### config.mk
export PLATFORM = sky130hd
export DESIGN_NAME = pcc_card_config_regs
export DESIGN_NICKNAME = d
export VERILOG_FILES = /design/src/pcc_pkg.sv /design/src/pcc_card_config_regs.sv /design/src/pcc_resource_stream.sv
export SDC_FILE = /design/constraint.sdc
export NUM_CORES = 1
export LEC_CHECK = 0
export BUFFER_PORTS_ARGS = -buffer_cell sky130_fd_sc_hd__buf_2
export CAP_MARGIN = 40
export CORE_UTILIZATION = 26
export DETAILED_ROUTE_END_ITERATION = 16
export GPL_TIMING_DRIVEN = 0
export PLACE_DENSITY = 0.41
export SLEW_MARGIN = 20
export SYNTH_ARGS = -nofsm -noshare
export SYNTH_HDL_FRONTEND = slang
export SYNTH_SLANG_ARGS = --single-unit
### constraint.sdc
create_clock -name CLK -period 3.1 [get_ports CLK]
set_input_delay 0.31 -clock CLK [delete_from_list [all_inputs] [get_ports CLK]]
set_output_delay 0.31 -clock CLK [all_outputs]
set_load 0.1 [all_outputs]
### src/pcc_pkg.sv
// Shared constants and types for the card configuration register block
package pcc_pkg;

	// Logical devices and bus decode
	localparam int          NUM_LDEV       = 4;
	localparam int          LDEV_W         = 2;
	localparam int          IDX_LSB        = 2;
	localparam int          IDX_MSB        = 9;
	localparam logic [1:0]  HTRANS_NONSEQ  = 2'h2;
	localparam logic        HRESP_OKAY     = 1'b0;

	// Register indices, byte address is four times the index
	localparam logic [7:0]  IDX_CFG_CTRL   = 8'h02;
	localparam logic [7:0]  IDX_WAKE       = 8'h03;
	localparam logic [7:0]  IDX_RES_DATA   = 8'h04;
	localparam logic [7:0]  IDX_STATUS     = 8'h05;
	localparam logic [7:0]  IDX_CSN        = 8'h06;
	localparam logic [7:0]  IDX_LDN        = 8'h07;
	localparam logic [7:0]  IDX_KEY_ENTER  = 8'h1F;
	localparam logic [7:0]  IDX_ACTIVATE   = 8'h30;
	localparam logic [7:0]  IDX_RANGE_CHK  = 8'h31;
	localparam logic [7:0]  IDX_BASE0_HI   = 8'h60;
	localparam logic [7:0]  IDX_BASE0_LO   = 8'h61;
	localparam logic [7:0]  IDX_BASE1_HI   = 8'h62;
	localparam logic [7:0]  IDX_BASE1_LO   = 8'h63;

	// Field positions
	localparam int          CTRL_SOFT_RST  = 0;
	localparam int          CTRL_WAIT_KEY  = 1;
	localparam int          CTRL_CLR_CSN   = 2;
	localparam int          ACT_BIT        = 0;
	localparam int          CHK_PASS_BIT   = 0;
	localparam int          CHK_EN_BIT     = 1;

	// Values
	localparam logic [7:0]  RST_BYTE       = 8'h00;
	localparam logic [15:0] RC_PASS        = 16'h0055;
	localparam logic [15:0] RC_FAIL        = 16'h00AA;
	localparam logic [15:0] IO_ZERO        = 16'h0000;
	localparam int          IO_DEC_LSB     = 3;

	// Resource stream timing
	localparam int          CLK_PERIOD_NS  = 10;
	localparam int          RES_FETCH_NS   = 40;
	localparam int          RES_FETCH_CYC  = (RES_FETCH_NS + CLK_PERIOD_NS - 1) / CLK_PERIOD_NS;
	localparam int          RES_CNT_W      = 3;
	localparam int          RES_LEN        = 16;
	localparam int          RES_PTR_W      = 4;

	typedef enum logic [3:0] {
		PCC_WAIT_KEY = 4'b0001,
		PCC_SLEEP    = 4'b0010,
		PCC_ISOL     = 4'b0100,
		PCC_CONFIG   = 4'b1000
	} pcc_card_state_t;

	typedef struct packed {
		logic        act;
		logic [1:0]  chk;
		logic [15:0] base0;
		logic [15:0] base1;
	} pcc_ldev_t;

	typedef struct packed {
		logic        rd_n;
		logic [15:0] addr;
	} pcc_isa_in_t;

	localparam pcc_isa_in_t ISA_IDLE = '{rd_n: 1'b1, addr: 16'h0000};

	typedef struct packed {
		logic [RES_PTR_W-1:0] ptr;
		logic                 ready;
		logic [RES_CNT_W-1:0] cnt;
	} pcc_res_state_t;

endpackage : pcc_pkg

### src/pcc_card_config_regs.sv
// Card and logical device configuration registers behind an AHB-Lite slave
//
// Behaviour
// Soft-reset bit resets logical devices to defaults, keeps card select number
// Configuration control bits clear themselves after every write
// Control bit 1 is the return to Wait for Key command
// Wait for Key command keeps card select number and logical devices
// Control bit 2 clears the card select number to zero
// Wake with matching number leaves Sleep: zero to Isolation, else Config
// Every wake write restarts the resource byte stream
// Software polls status bit 0 before each resource data read
// Status bit 0 is one when the next resource byte is ready
// Each resource data read returns the next byte of the stream; after the 16th byte the code returns the 16th byte again
// Card select number register stores writes and reads them back
// Logical device number selects which device's registers are accessed
// Activation bit 0 makes the selected device respond on the bus
// Software disables range checking before activating a device
// Enabled range check answers reads with 0055h or 00AAh per bit 0
// Range check answers only while the device is inactive
// Reserved activation and range check bits read as zero
// Two I/O base descriptors, high and low bytes, per device
// Writes to read-only and reads of write-only registers change nothing
//
// The implementer's own choice: register access over AHB-Lite.
`timescale 1ns/1ps
module pcc_card_config_regs
	import pcc_pkg::*;
(
	// Clock and reset
	input  wire logic                CLK,
	input  wire logic                RST,
	// AHB-Lite slave
	input  wire logic                HSEL,
	input  wire logic [31:0]         HADDR,
	input  wire logic [1:0]          HTRANS,
	input  wire logic                HWRITE,
	input  wire logic [2:0]          HSIZE,
	input  wire logic [31:0]         HWDATA,
	input  wire logic                HREADY,
	output logic                     HREADYOUT,
	output logic                     HRESP,
	output logic [31:0]              HRDATA,
	// ISA I/O read pins
	input  wire logic                IO_RD_N,
	input  wire logic [15:0]         IO_ADDR,
	output logic [15:0]              IO_DATA,
	output logic                     IO_DATA_OE,
	// Card status
	output logic [NUM_LDEV-1:0]      DEV_ACTIVE,
	output logic [3:0]               CARD_STATE
);

	typedef struct packed {
		pcc_card_state_t             st;
		logic [7:0]                  card_select_number;
		logic [7:0]                  ldn;
		pcc_ldev_t [NUM_LDEV-1:0]    dev;
		logic                        dp_wr;
		logic                        dp_rd;
		logic [7:0]                  dp_idx;
		logic                        hready;
		logic [31:0]                 hrdata;
		pcc_isa_in_t                 isa1;
		pcc_isa_in_t                 isa2;
		pcc_isa_in_t                 isa3;
		pcc_isa_in_t                 isa_f;
		logic [15:0]                 io_data;
		logic                        io_oe;
		logic [NUM_LDEV-1:0]         active;
	} pcc_top_state_t;

	localparam pcc_top_state_t TOP_RESET = '{
		st:     PCC_WAIT_KEY,
		hready: 1'b1,
		isa1:   ISA_IDLE,
		isa2:   ISA_IDLE,
		isa3:   ISA_IDLE,
		isa_f:  ISA_IDLE,
		default: '0
	};

	pcc_top_state_t q;
	pcc_top_state_t next_q;

	logic           res_restart;
	logic           res_advance;
	logic           res_ready;
	logic [7:0]     res_data;

	////////////////////////////////////////////////////////////////////////
	// Helpers

	// I/O address falls in the range starting at a base
	function automatic logic io_hit(input logic [15:0] addr, input logic [15:0] base);
		io_hit = (addr[15:IO_DEC_LSB] == base[15:IO_DEC_LSB]);
	endfunction : io_hit

	// Selected logical device exists
	function automatic logic ldn_ok(input logic [7:0] ldn);
		ldn_ok = (ldn < 8'(NUM_LDEV));
	endfunction : ldn_ok

	////////////////////////////////////////////////////////////////////////
	// Resource byte stream

	pcc_resource_stream u_res (
		.clk     (CLK),
		.rst     (RST),
		.restart (res_restart),
		.advance (res_advance),
		.ready   (res_ready),
		.data    (res_data)
	);

	////////////////////////////////////////////////////////////////////////
	// Register read decode

	logic [7:0]       rd_val;
	logic [LDEV_W-1:0] sel;
	pcc_ldev_t        sel_dev;

	always_comb
	begin
		sel     = q.ldn[LDEV_W-1:0];
		sel_dev = q.dev[sel];
		rd_val  = RST_BYTE;
		unique case (q.dp_idx)
			IDX_RES_DATA:
				rd_val = res_data;
			IDX_STATUS:
				rd_val = {7'h00, res_ready};
			IDX_CSN:
				rd_val = q.card_select_number;
			IDX_LDN:
				rd_val = q.ldn;
			IDX_ACTIVATE:
			begin
				if (ldn_ok(q.ldn))
					rd_val = {7'h00, sel_dev.act};
			end
			IDX_RANGE_CHK:
			begin
				if (ldn_ok(q.ldn))
					rd_val = {6'h00, sel_dev.chk};
			end
			IDX_BASE0_HI:
			begin
				if (ldn_ok(q.ldn))
					rd_val = sel_dev.base0[15:8];
			end
			IDX_BASE0_LO:
			begin
				if (ldn_ok(q.ldn))
					rd_val = sel_dev.base0[7:0];
			end
			IDX_BASE1_HI:
			begin
				if (ldn_ok(q.ldn))
					rd_val = sel_dev.base1[15:8];
			end
			IDX_BASE1_LO:
			begin
				if (ldn_ok(q.ldn))
					rd_val = sel_dev.base1[7:0];
			end
			default:
				rd_val = RST_BYTE;
		endcase
	end

	////////////////////////////////////////////////////////////////////////
	// Next state

	logic       addr_take;
	logic [7:0] wd;

	always_comb
	begin
		next_q      = q;
		res_restart = 1'b0;
		res_advance = 1'b0;
		wd          = HWDATA[7:0];
		addr_take   = HSEL && HREADY && HTRANS[1];

		// Address phase
		next_q.dp_wr  = addr_take && HWRITE;
		next_q.dp_rd  = addr_take && !HWRITE;
		next_q.hready = !(addr_take && !HWRITE);
		if (addr_take)
			next_q.dp_idx = HADDR[IDX_MSB:IDX_LSB];

		// Read data phase
		if (q.dp_rd)
		begin
			next_q.hrdata = {24'h00_0000, rd_val};
			if (q.dp_idx == IDX_RES_DATA)
				res_advance = 1'b1;
		end

		// Write data phase
		if (q.dp_wr)
		begin
			unique case (q.dp_idx)
				IDX_CFG_CTRL:
				begin
					if (wd[CTRL_SOFT_RST])
					begin
						for (int i = 0; i < NUM_LDEV; i++)
							next_q.dev[i] = '0;
						next_q.ldn = RST_BYTE;
					end
					if (wd[CTRL_WAIT_KEY])
						next_q.st = PCC_WAIT_KEY;
					if (wd[CTRL_CLR_CSN])
						next_q.card_select_number = RST_BYTE;
				end
				IDX_WAKE:
				begin
					res_restart = 1'b1;
					if (wd == q.card_select_number)
					begin
						if (q.st == PCC_SLEEP)
							next_q.st = (wd == RST_BYTE) ? PCC_ISOL : PCC_CONFIG;
					end
					else if (q.st == PCC_ISOL || q.st == PCC_CONFIG)
						next_q.st = PCC_SLEEP;
				end
				IDX_CSN:
				begin
					next_q.card_select_number = wd;
					if (q.st == PCC_ISOL)
						next_q.st = PCC_CONFIG;
				end
				IDX_LDN:
					next_q.ldn = wd;
				IDX_KEY_ENTER:
				begin
					if (q.st == PCC_WAIT_KEY)
						next_q.st = PCC_SLEEP;
				end
				IDX_ACTIVATE:
				begin
					if (ldn_ok(q.ldn))
						next_q.dev[sel].act = wd[ACT_BIT];
				end
				IDX_RANGE_CHK:
				begin
					if (ldn_ok(q.ldn))
						next_q.dev[sel].chk = wd[CHK_EN_BIT:CHK_PASS_BIT];
				end
				IDX_BASE0_HI:
				begin
					if (ldn_ok(q.ldn))
						next_q.dev[sel].base0[15:8] = wd;
				end
				IDX_BASE0_LO:
				begin
					if (ldn_ok(q.ldn))
						next_q.dev[sel].base0[7:0] = wd;
				end
				IDX_BASE1_HI:
				begin
					if (ldn_ok(q.ldn))
						next_q.dev[sel].base1[15:8] = wd;
				end
				IDX_BASE1_LO:
				begin
					if (ldn_ok(q.ldn))
						next_q.dev[sel].base1[7:0] = wd;
				end
				default:
					next_q.card_select_number = q.card_select_number;
			endcase
		end

		// ISA pin synchroniser, change counts when stages two and three agree
		next_q.isa1 = '{rd_n: IO_RD_N, addr: IO_ADDR};
		next_q.isa2 = q.isa1;
		next_q.isa3 = q.isa2;
		if (q.isa2 == q.isa3)
			next_q.isa_f = q.isa3;

		// Range check answer, lowest device wins
		next_q.io_oe   = 1'b0;
		next_q.io_data = IO_ZERO;
		if (!q.isa_f.rd_n)
		begin
			for (int i = NUM_LDEV - 1; i >= 0; i--)
			begin
				if (!q.dev[i].act && q.dev[i].chk[CHK_EN_BIT] &&
				    (io_hit(q.isa_f.addr, q.dev[i].base0) ||
				     io_hit(q.isa_f.addr, q.dev[i].base1)))
				begin
					next_q.io_oe   = 1'b1;
					next_q.io_data = q.dev[i].chk[CHK_PASS_BIT] ? RC_PASS : RC_FAIL;
				end
			end
		end

		// Activation outputs
		for (int i = 0; i < NUM_LDEV; i++)
			next_q.active[i] = q.dev[i].act;
	end

	////////////////////////////////////////////////////////////////////////
	// State register

	always_ff @(posedge CLK)
	begin
		if (RST)
			q <= TOP_RESET;
		else
			q <= next_q;
	end

	////////////////////////////////////////////////////////////////////////
	// Outputs

	assign HREADYOUT  = q.hready;
	assign HRESP      = HRESP_OKAY;
	assign HRDATA     = q.hrdata;
	assign IO_DATA    = q.io_data;
	assign IO_DATA_OE = q.io_oe;
	assign DEV_ACTIVE = q.active;
	assign CARD_STATE = q.st;

endmodule : pcc_card_config_regs

### src/pcc_resource_stream.sv
// Resource information byte stream with ready flag
`timescale 1ns/1ps
module pcc_resource_stream
	import pcc_pkg::*;
(
	// Clock and reset
	input  wire logic       clk,
	input  wire logic       rst,
	// Control
	input  wire logic       restart,
	input  wire logic       advance,
	// Stream
	output logic            ready,
	output logic [7:0]      data
);

	// Resource bytes, values arbitrary
	localparam logic [7:0] RES_ROM [RES_LEN] = '{
		8'h11, 8'h22, 8'h33, 8'h44, 8'h00, 8'h00, 8'h00, 8'h01,
		8'h5A, 8'h0A, 8'h10, 8'h15, 8'h47, 8'h01, 8'h79, 8'h00
	};
	localparam logic [RES_CNT_W-1:0] CNT_LOAD = RES_CNT_W'(RES_FETCH_CYC - 1);
	localparam logic [RES_PTR_W-1:0] PTR_LAST = RES_PTR_W'(RES_LEN - 1);
	localparam pcc_res_state_t       RES_RESET = '{ptr: '0, ready: 1'b1, cnt: '0};

	pcc_res_state_t q;
	pcc_res_state_t next_q;

	////////////////////////////////////////////////////////////////////////
	// Next state
	always_comb
	begin
		next_q = q;
		if (restart)
		begin
			next_q.ptr   = '0;
			next_q.ready = 1'b0;
			next_q.cnt   = CNT_LOAD;
		end
		else if (advance && q.ready)
		begin
			if (q.ptr != PTR_LAST)
				next_q.ptr = q.ptr + RES_PTR_W'(1);
			next_q.ready = 1'b0;
			next_q.cnt   = CNT_LOAD;
		end
		else if (!q.ready)
		begin
			if (q.cnt == '0)
				next_q.ready = 1'b1;
			else
				next_q.cnt = q.cnt - RES_CNT_W'(1);
		end
	end

	always_ff @(posedge clk)
	begin
		if (rst)
			q <= RES_RESET;
		else
			q <= next_q;
	end

	assign ready = q.ready;
	assign data  = RES_ROM[q.ptr];

endmodule : pcc_resource_stream

* Yosys cells after proc, flatten, opt, wreduce, memory -nomap -nowiden
Memories as Yosys holds them, arrays and structs flattened. Index checks and enable logic that the tools add are counted.
Operators by class: add/subtract/negate cells 2, order comparisons 4, equal/unequal tests 43, bitwise operators 3, muxes and demuxes 65, reduce and logical (&&, ||, !) cells 41
Operator list (number):
- $pmux 140 s7 | 1
- $bwmux 140 | 6
- $mux 140 | 6
- $demux 35 s2 | 6
- $mux 148 | 1
- $eq 13x13->1 | 8
- $mux 8 | 12
- $pmux 8 s10 | 1
- $bmux 35 s2 | 1
- $mux 35 | 2
- $mux 17 | 3
- $mux 4 | 10
- $mux 34 | 1
- $eq 8x3->1 const B | 4
- $eq 8x7->1 const B | 4
- $mux 32 | 1
- $pmux 8 s2 | 2
- $mux 24 | 1
- $ne 2x2->1 const B | 11
- $eq 17x17->1 | 1
- $eq 8x2->1 const B | 2
- $eq 8x6->1 const B | 2
- $mux 16 | 1
- $pmux 4 s4 | 1
- other kinds (35) | 70
Word-level totals: register bits 276, ROM bits 128, logic and storage cells 198, input bits 91, memories kept 1
Memory list:
- (name not given) | depth 16, width 8, read ports 1, clocked after memory_dff 0, write ports 0, line pcc_resource_stream.sv:65 | assign data = RES_ROM[q.ptr];

* Longest topological paths before layout
depth in word-level cells 7, gate-level depth with buffers 11

* Modules after synthesis
From an unflattened synthesis, not the netlist that was laid out.
Unflattened totals: cell total of the unflattened synthesis 1306, area total of the unflattened synthesis 12384.4 sq um
By module, submodules not included:
- pcc_card_config_regs | times used 1, area an instance 11787.6 sq um, seq. area each 5024.8 sq um, cells each 1226
- pcc_resource_stream | times used 1, area an instance 596.8 sq um, seq. area each 160.2 sq um, cells each 80

* Least setup slack after synthesis
Ideal clock, no wire load.
path type register -> register, start reg q[126] in the netlist's numbering, end reg q, in the netlist CARD_STATE[2], library setup time 67 ps, required time 3033 ps, path slack 988 ps, stages on the path, launching flop included 10, arrival 2045 ps, path buffers 1, cells stage by stage dfxtp_1 nor4_4 and3b_1 buf_6 nand4b_4 a211oi_2 o21ai_1 nand2b_4 or3_4 a21oi_2
On the way: cells in the longest elaborated chain, start to end 3, elaborated cells between the ends (all ways) 12, classes of those cells eq/ne: 9; mux: 1; reduce/logical: 2
Ends and longest elaborated chain:
- from (decl) | line pcc_card_config_regs.sv:82 | pcc_top_state_t q;
- from (signal assigned) | line pcc_card_config_regs.sv:313 | q <= next_q;
- $eq 8x2->1, or another cell as far along | line pcc_card_config_regs.sv:203 | unique case (q.dp_idx)
- $ne 3x3->1 (no source line), or another cell as far along
- $reduce_and 7->1 (no source line)
Several ways; a longest one is shown, not always the timed one. A chain may end at the register's enable or synchronous reset.

* Worst setup path in the final report
start reg q[122] in the netlist's numbering, end reg q, in the netlist HRDATA[4]
On the way: cells in the longest elaborated chain, start to end 2, elaborated cells between the ends (all ways) 11, classes of those cells eq/ne: 10; mux: 1
Ends and longest elaborated chain:
- $eq 8x7->1, or another cell as far along | line pcc_card_config_regs.sv:127 | unique case (q.dp_idx)
- $pmux 8 s10 (*) | line pcc_card_config_regs.sv:127
Mark *: on every way between the ends. The rest lies on a longest branch, timed or not.

==> impl_metrics.json <==
{
  "maxCapViolCount": 0,
  "max-slew-margin-rel_pct": 40.44,
  "cts.sinks": 259,
  "synth-edff-count": 0,
  "final_util_pct": 32.30,
  "fp.dieH_um": 234.2,
  "slew_viol_final": 0,
  "power_w": 0.008527,
  "power.density_nw_per_um2": 499.4,
  "cp.buffers_inverters": 3,
  "yosys_warnings": 0,
  "firstDrtPassIters": 12,
  "crit_path_end_kind": "register",
  "syn_to_final_growth_pct": 21.84,
  "place_area_um2": 15500,
  "rrSetupSlack_ns": 0.04,
  "ys_types": 76,
  "fill_cells": 5611,
  "leakagePower_nw": 6.604,
  "place_ws_ns": -0.1713,
  "ys.flop_type": "dfxtp_1",
  "grt.overflow.total": 0,
  "avgViaCountPerCell": 5.347,
  "ant_nets": 0,
  "clk_pin_slew_worst_paths_ns": 0.06,
  "fin_nets": 1883,
  "final_common_cell": "dfxtp_1",
  "dp_cells": 2413,
  "timing.final.crit_period_ns": 3.057,
  "dpl.hpwl_mm": 48.73,
  "hold_class": "input port to register",
  "grt_first_pass_wirelength_mm": 90.96,
  "dieArea_um2": 54840,
  "ios": 150,
  "core.rowCount": 84,
  "grt_setup_unrepaired": "no",
  "cts_buffers": 34,
  "dr_total_vias": 13370,
  "worst_pin_slew_ns": 0.8933,
  "drtIter0Drc": 1393,
  "cts_root_buf": "clkbuf_16",
  "grt_max_degree": 14,
  "ys_seq_elements": 259,
  "crit_chain": "buf_2 > clkbuf_1 > clkbuf_1 > mux2i_1 > o21ai_0 > nand2_1 > a21oi_1",
  "critPathMaxFanout": 10,
  "critPathKind": "register to register",
  "grt_usage_pct": 23.15,
  "insertion_delay_ns": 0.55,
  "cp_top_family": "buffers and inverters",
  "critical-path-slowest-cell": "clkbuf_1",
  "cp_data_arrival_time_ns": 3.54,
  "netlist_instances": 1617,
  "status": "complete, but fails checks",
  "cp_slowest_stage_delay_ns": 0.71,
  "antenna_found_initial": 4,
  "min_from": "HADDR[5]",
  "failed_checks": "design-rule violations",
  "cts_tree": "built",
  "syn_area_per_cell_um2": 8.667,
  "grt_pass1_vias": 12770,
  "htreeDepth": 2,
  "wl_per_cell_um": 25.56,
  "start_util_pct": 26.51,
  "final_layout_size_suffix_gt1_share_pct": 17.07,
  "fin_cells": 2500,
  "ir_drop_v": 0.0002927,
  "die_x_um": 234.2,
  "cp-startpoint": "q[122]",
  "multiInputGateArea_um2": 7989,
  "hold_violations": 0,
  "fin_ws_ns": 0.04264,
  "timing.fmax_mhz": 327.1,
  "fin_crit_sh_pct": 98.62,
  "crit_top_cell": "clkbuf_1",
  "regArea_um2": 5186,
  "io_buffers": 57,
  "fin_area_um2": 17080,
  "fin_skew_ns": 0.01678,
  "final_cell_mix": "dfxtp_1, o21ai_0, a21oi_1",
  "core-area_um2": 52870,
  "yosysSeqAreaShare_pct": 37.00,
  "gp_congestion": 0.9648,
  "crit_path_start_kind": "register",
  "reg2reg_from": "q[122]",
  "wl_mm": 63.90,
  "clock_tree.buffer_depth": 3,
  "syn_area_um2": 14010,
  "setup_viol": 0,
  "async_reset_ff_share_pct": 0,
  "required_ns": 3.58,
  "drc": 2
}
==> report_power, final <==
part	switching [W]	internal, W	total, W
Sequential	0.0000199	0.00336	0.00338
Combinational	0.000487	0.000174	0.000660
Clock	0.00166	0.00282	0.00449
==> path summary, 6_finish.rpt <==
path                endpoint  cells past startpoint
hold / removal        q[125]                      3
hold reg to reg   next_q[54]                      1
setup reg to reg   HRDATA[4]                      7
setup / recovery   HRDATA[4]                      7
==> kinds of logic after synthesis <==
logic type | count (synthesis) | synth area share, %
other cells | 1 | 0.02676
fa+ha+maj | 7 | 0.6249
buf+inv | 199 | 7.231
flops | 259 | 37.00
xor+xnor | 132 | 8.249
simple gates | 406 | 15.44
mux | 62 | 7.580
compound gates | 551 | 23.86
==> routing by layer <==
metal / vias up / routed length [um] / global-route usage [%]
li1: 6082 / - / -
met1: 6609 / 27240 / 29.93
met2: 536 / 30080 / 37.91
met3: 137 / 3733 / 3.028
met4: 4 / 2824 / 11.16
met5: - / 23 / 0
==> through the flow <==
step | setup TNS (ns) | hold slack [ns]
floorplan | 0 | 0.3895
global placement | -3.728 | 0.3949
detailed placement | -0.2827 | 0.3937
CTS | 0 | 0.008301
global route | 0 | 0.03199
finish | 0 | 0.02606
==> cell usage after synthesis, types with 3 or more instances <==
master / instances / area share, %
dfxtp_1: 259 / 37
o21ai_0: 143 / 5.1
a21oi_1: 111 / 4.0
o21ai_1: 104 / 3.7
nor2_1: 102 / 2.7
nand2_1: 95 / 2.5
clkbuf_1: 85 / 2.3
a22oi_1: 78 / 4.2
xnor2_1: 76 / 4.7
nor2b_1: 62 / 2.8
buf_4: 58 / 3.1
xor2_1: 56 / 3.5
mux4_2: 35 / 5.6
a21o_1: 33 / 1.8
buf_2: 33 / 1.2
mux2i_1: 24 / 1.7
nand4_1: 23 / 1.0
a22o_1: 22 / 1.4
nand2b_1: 20 / 0.89
a32o_1: 19 / 1.4
nor4_1: 19 / 0.85
nand3_1: 17 / 0.61
inv_1: 12 / 0.32
and2_1: 10 / 0.45
and3_1: 10 / 0.45
buf_1: 9 / 0.24
a31oi_1: 8 / 0.36
nor3_1: 8 / 0.29
a32oi_1: 7 / 0.44
ha_1: 7 / 0.62
nor2_2: 4 / 0.18
nor3_4: 4 / 0.46
nor3b_1: 4 / 0.21
o21a_1: 4 / 0.21
or2_2: 4 / 0.18
mux2_2: 3 / 0.24
nand3b_1: 3 / 0.16
==> state kept, by name, summed over array words and instances, names as in the netlist <==
name,cells
q,193
next_q,38
HRDATA,8
u_res.q,7
CARD_STATE,4
DEV_ACTIVE,4
IO_DATA,2
HREADYOUT,1
IO_DATA_OE,1
u_res.ready,1
==> tightest hold or removal path, stage by stage <==
cell and delay [ns]:
buf_2 0.11, nand2_1 0.05, a21oi_1 0.05
==> cell type report <==
class	instances	share of cell area [%]
Multi-Input combinational cell	1191	46.79
Clock inverter	18	1.883
Tap cell	688	5.041
Timing Repair Buffer	101	4.448
Clock buffer	43	5.474
Sequential cell	259	30.37
Antenna cell	2	0.02931
Buffer	185	5.679
Inverter	13	0.2858
==> timing repair <==
action,in CTS,in global routing
setup buffers,0,2
hold endpoints to repair,20,0
resized for setup,4,17
pin swaps,0,1
setup endpoints to repair,8,65
hold buffers,20,0
gates cloned,0,0
Power figures use the tool's default switching activity.
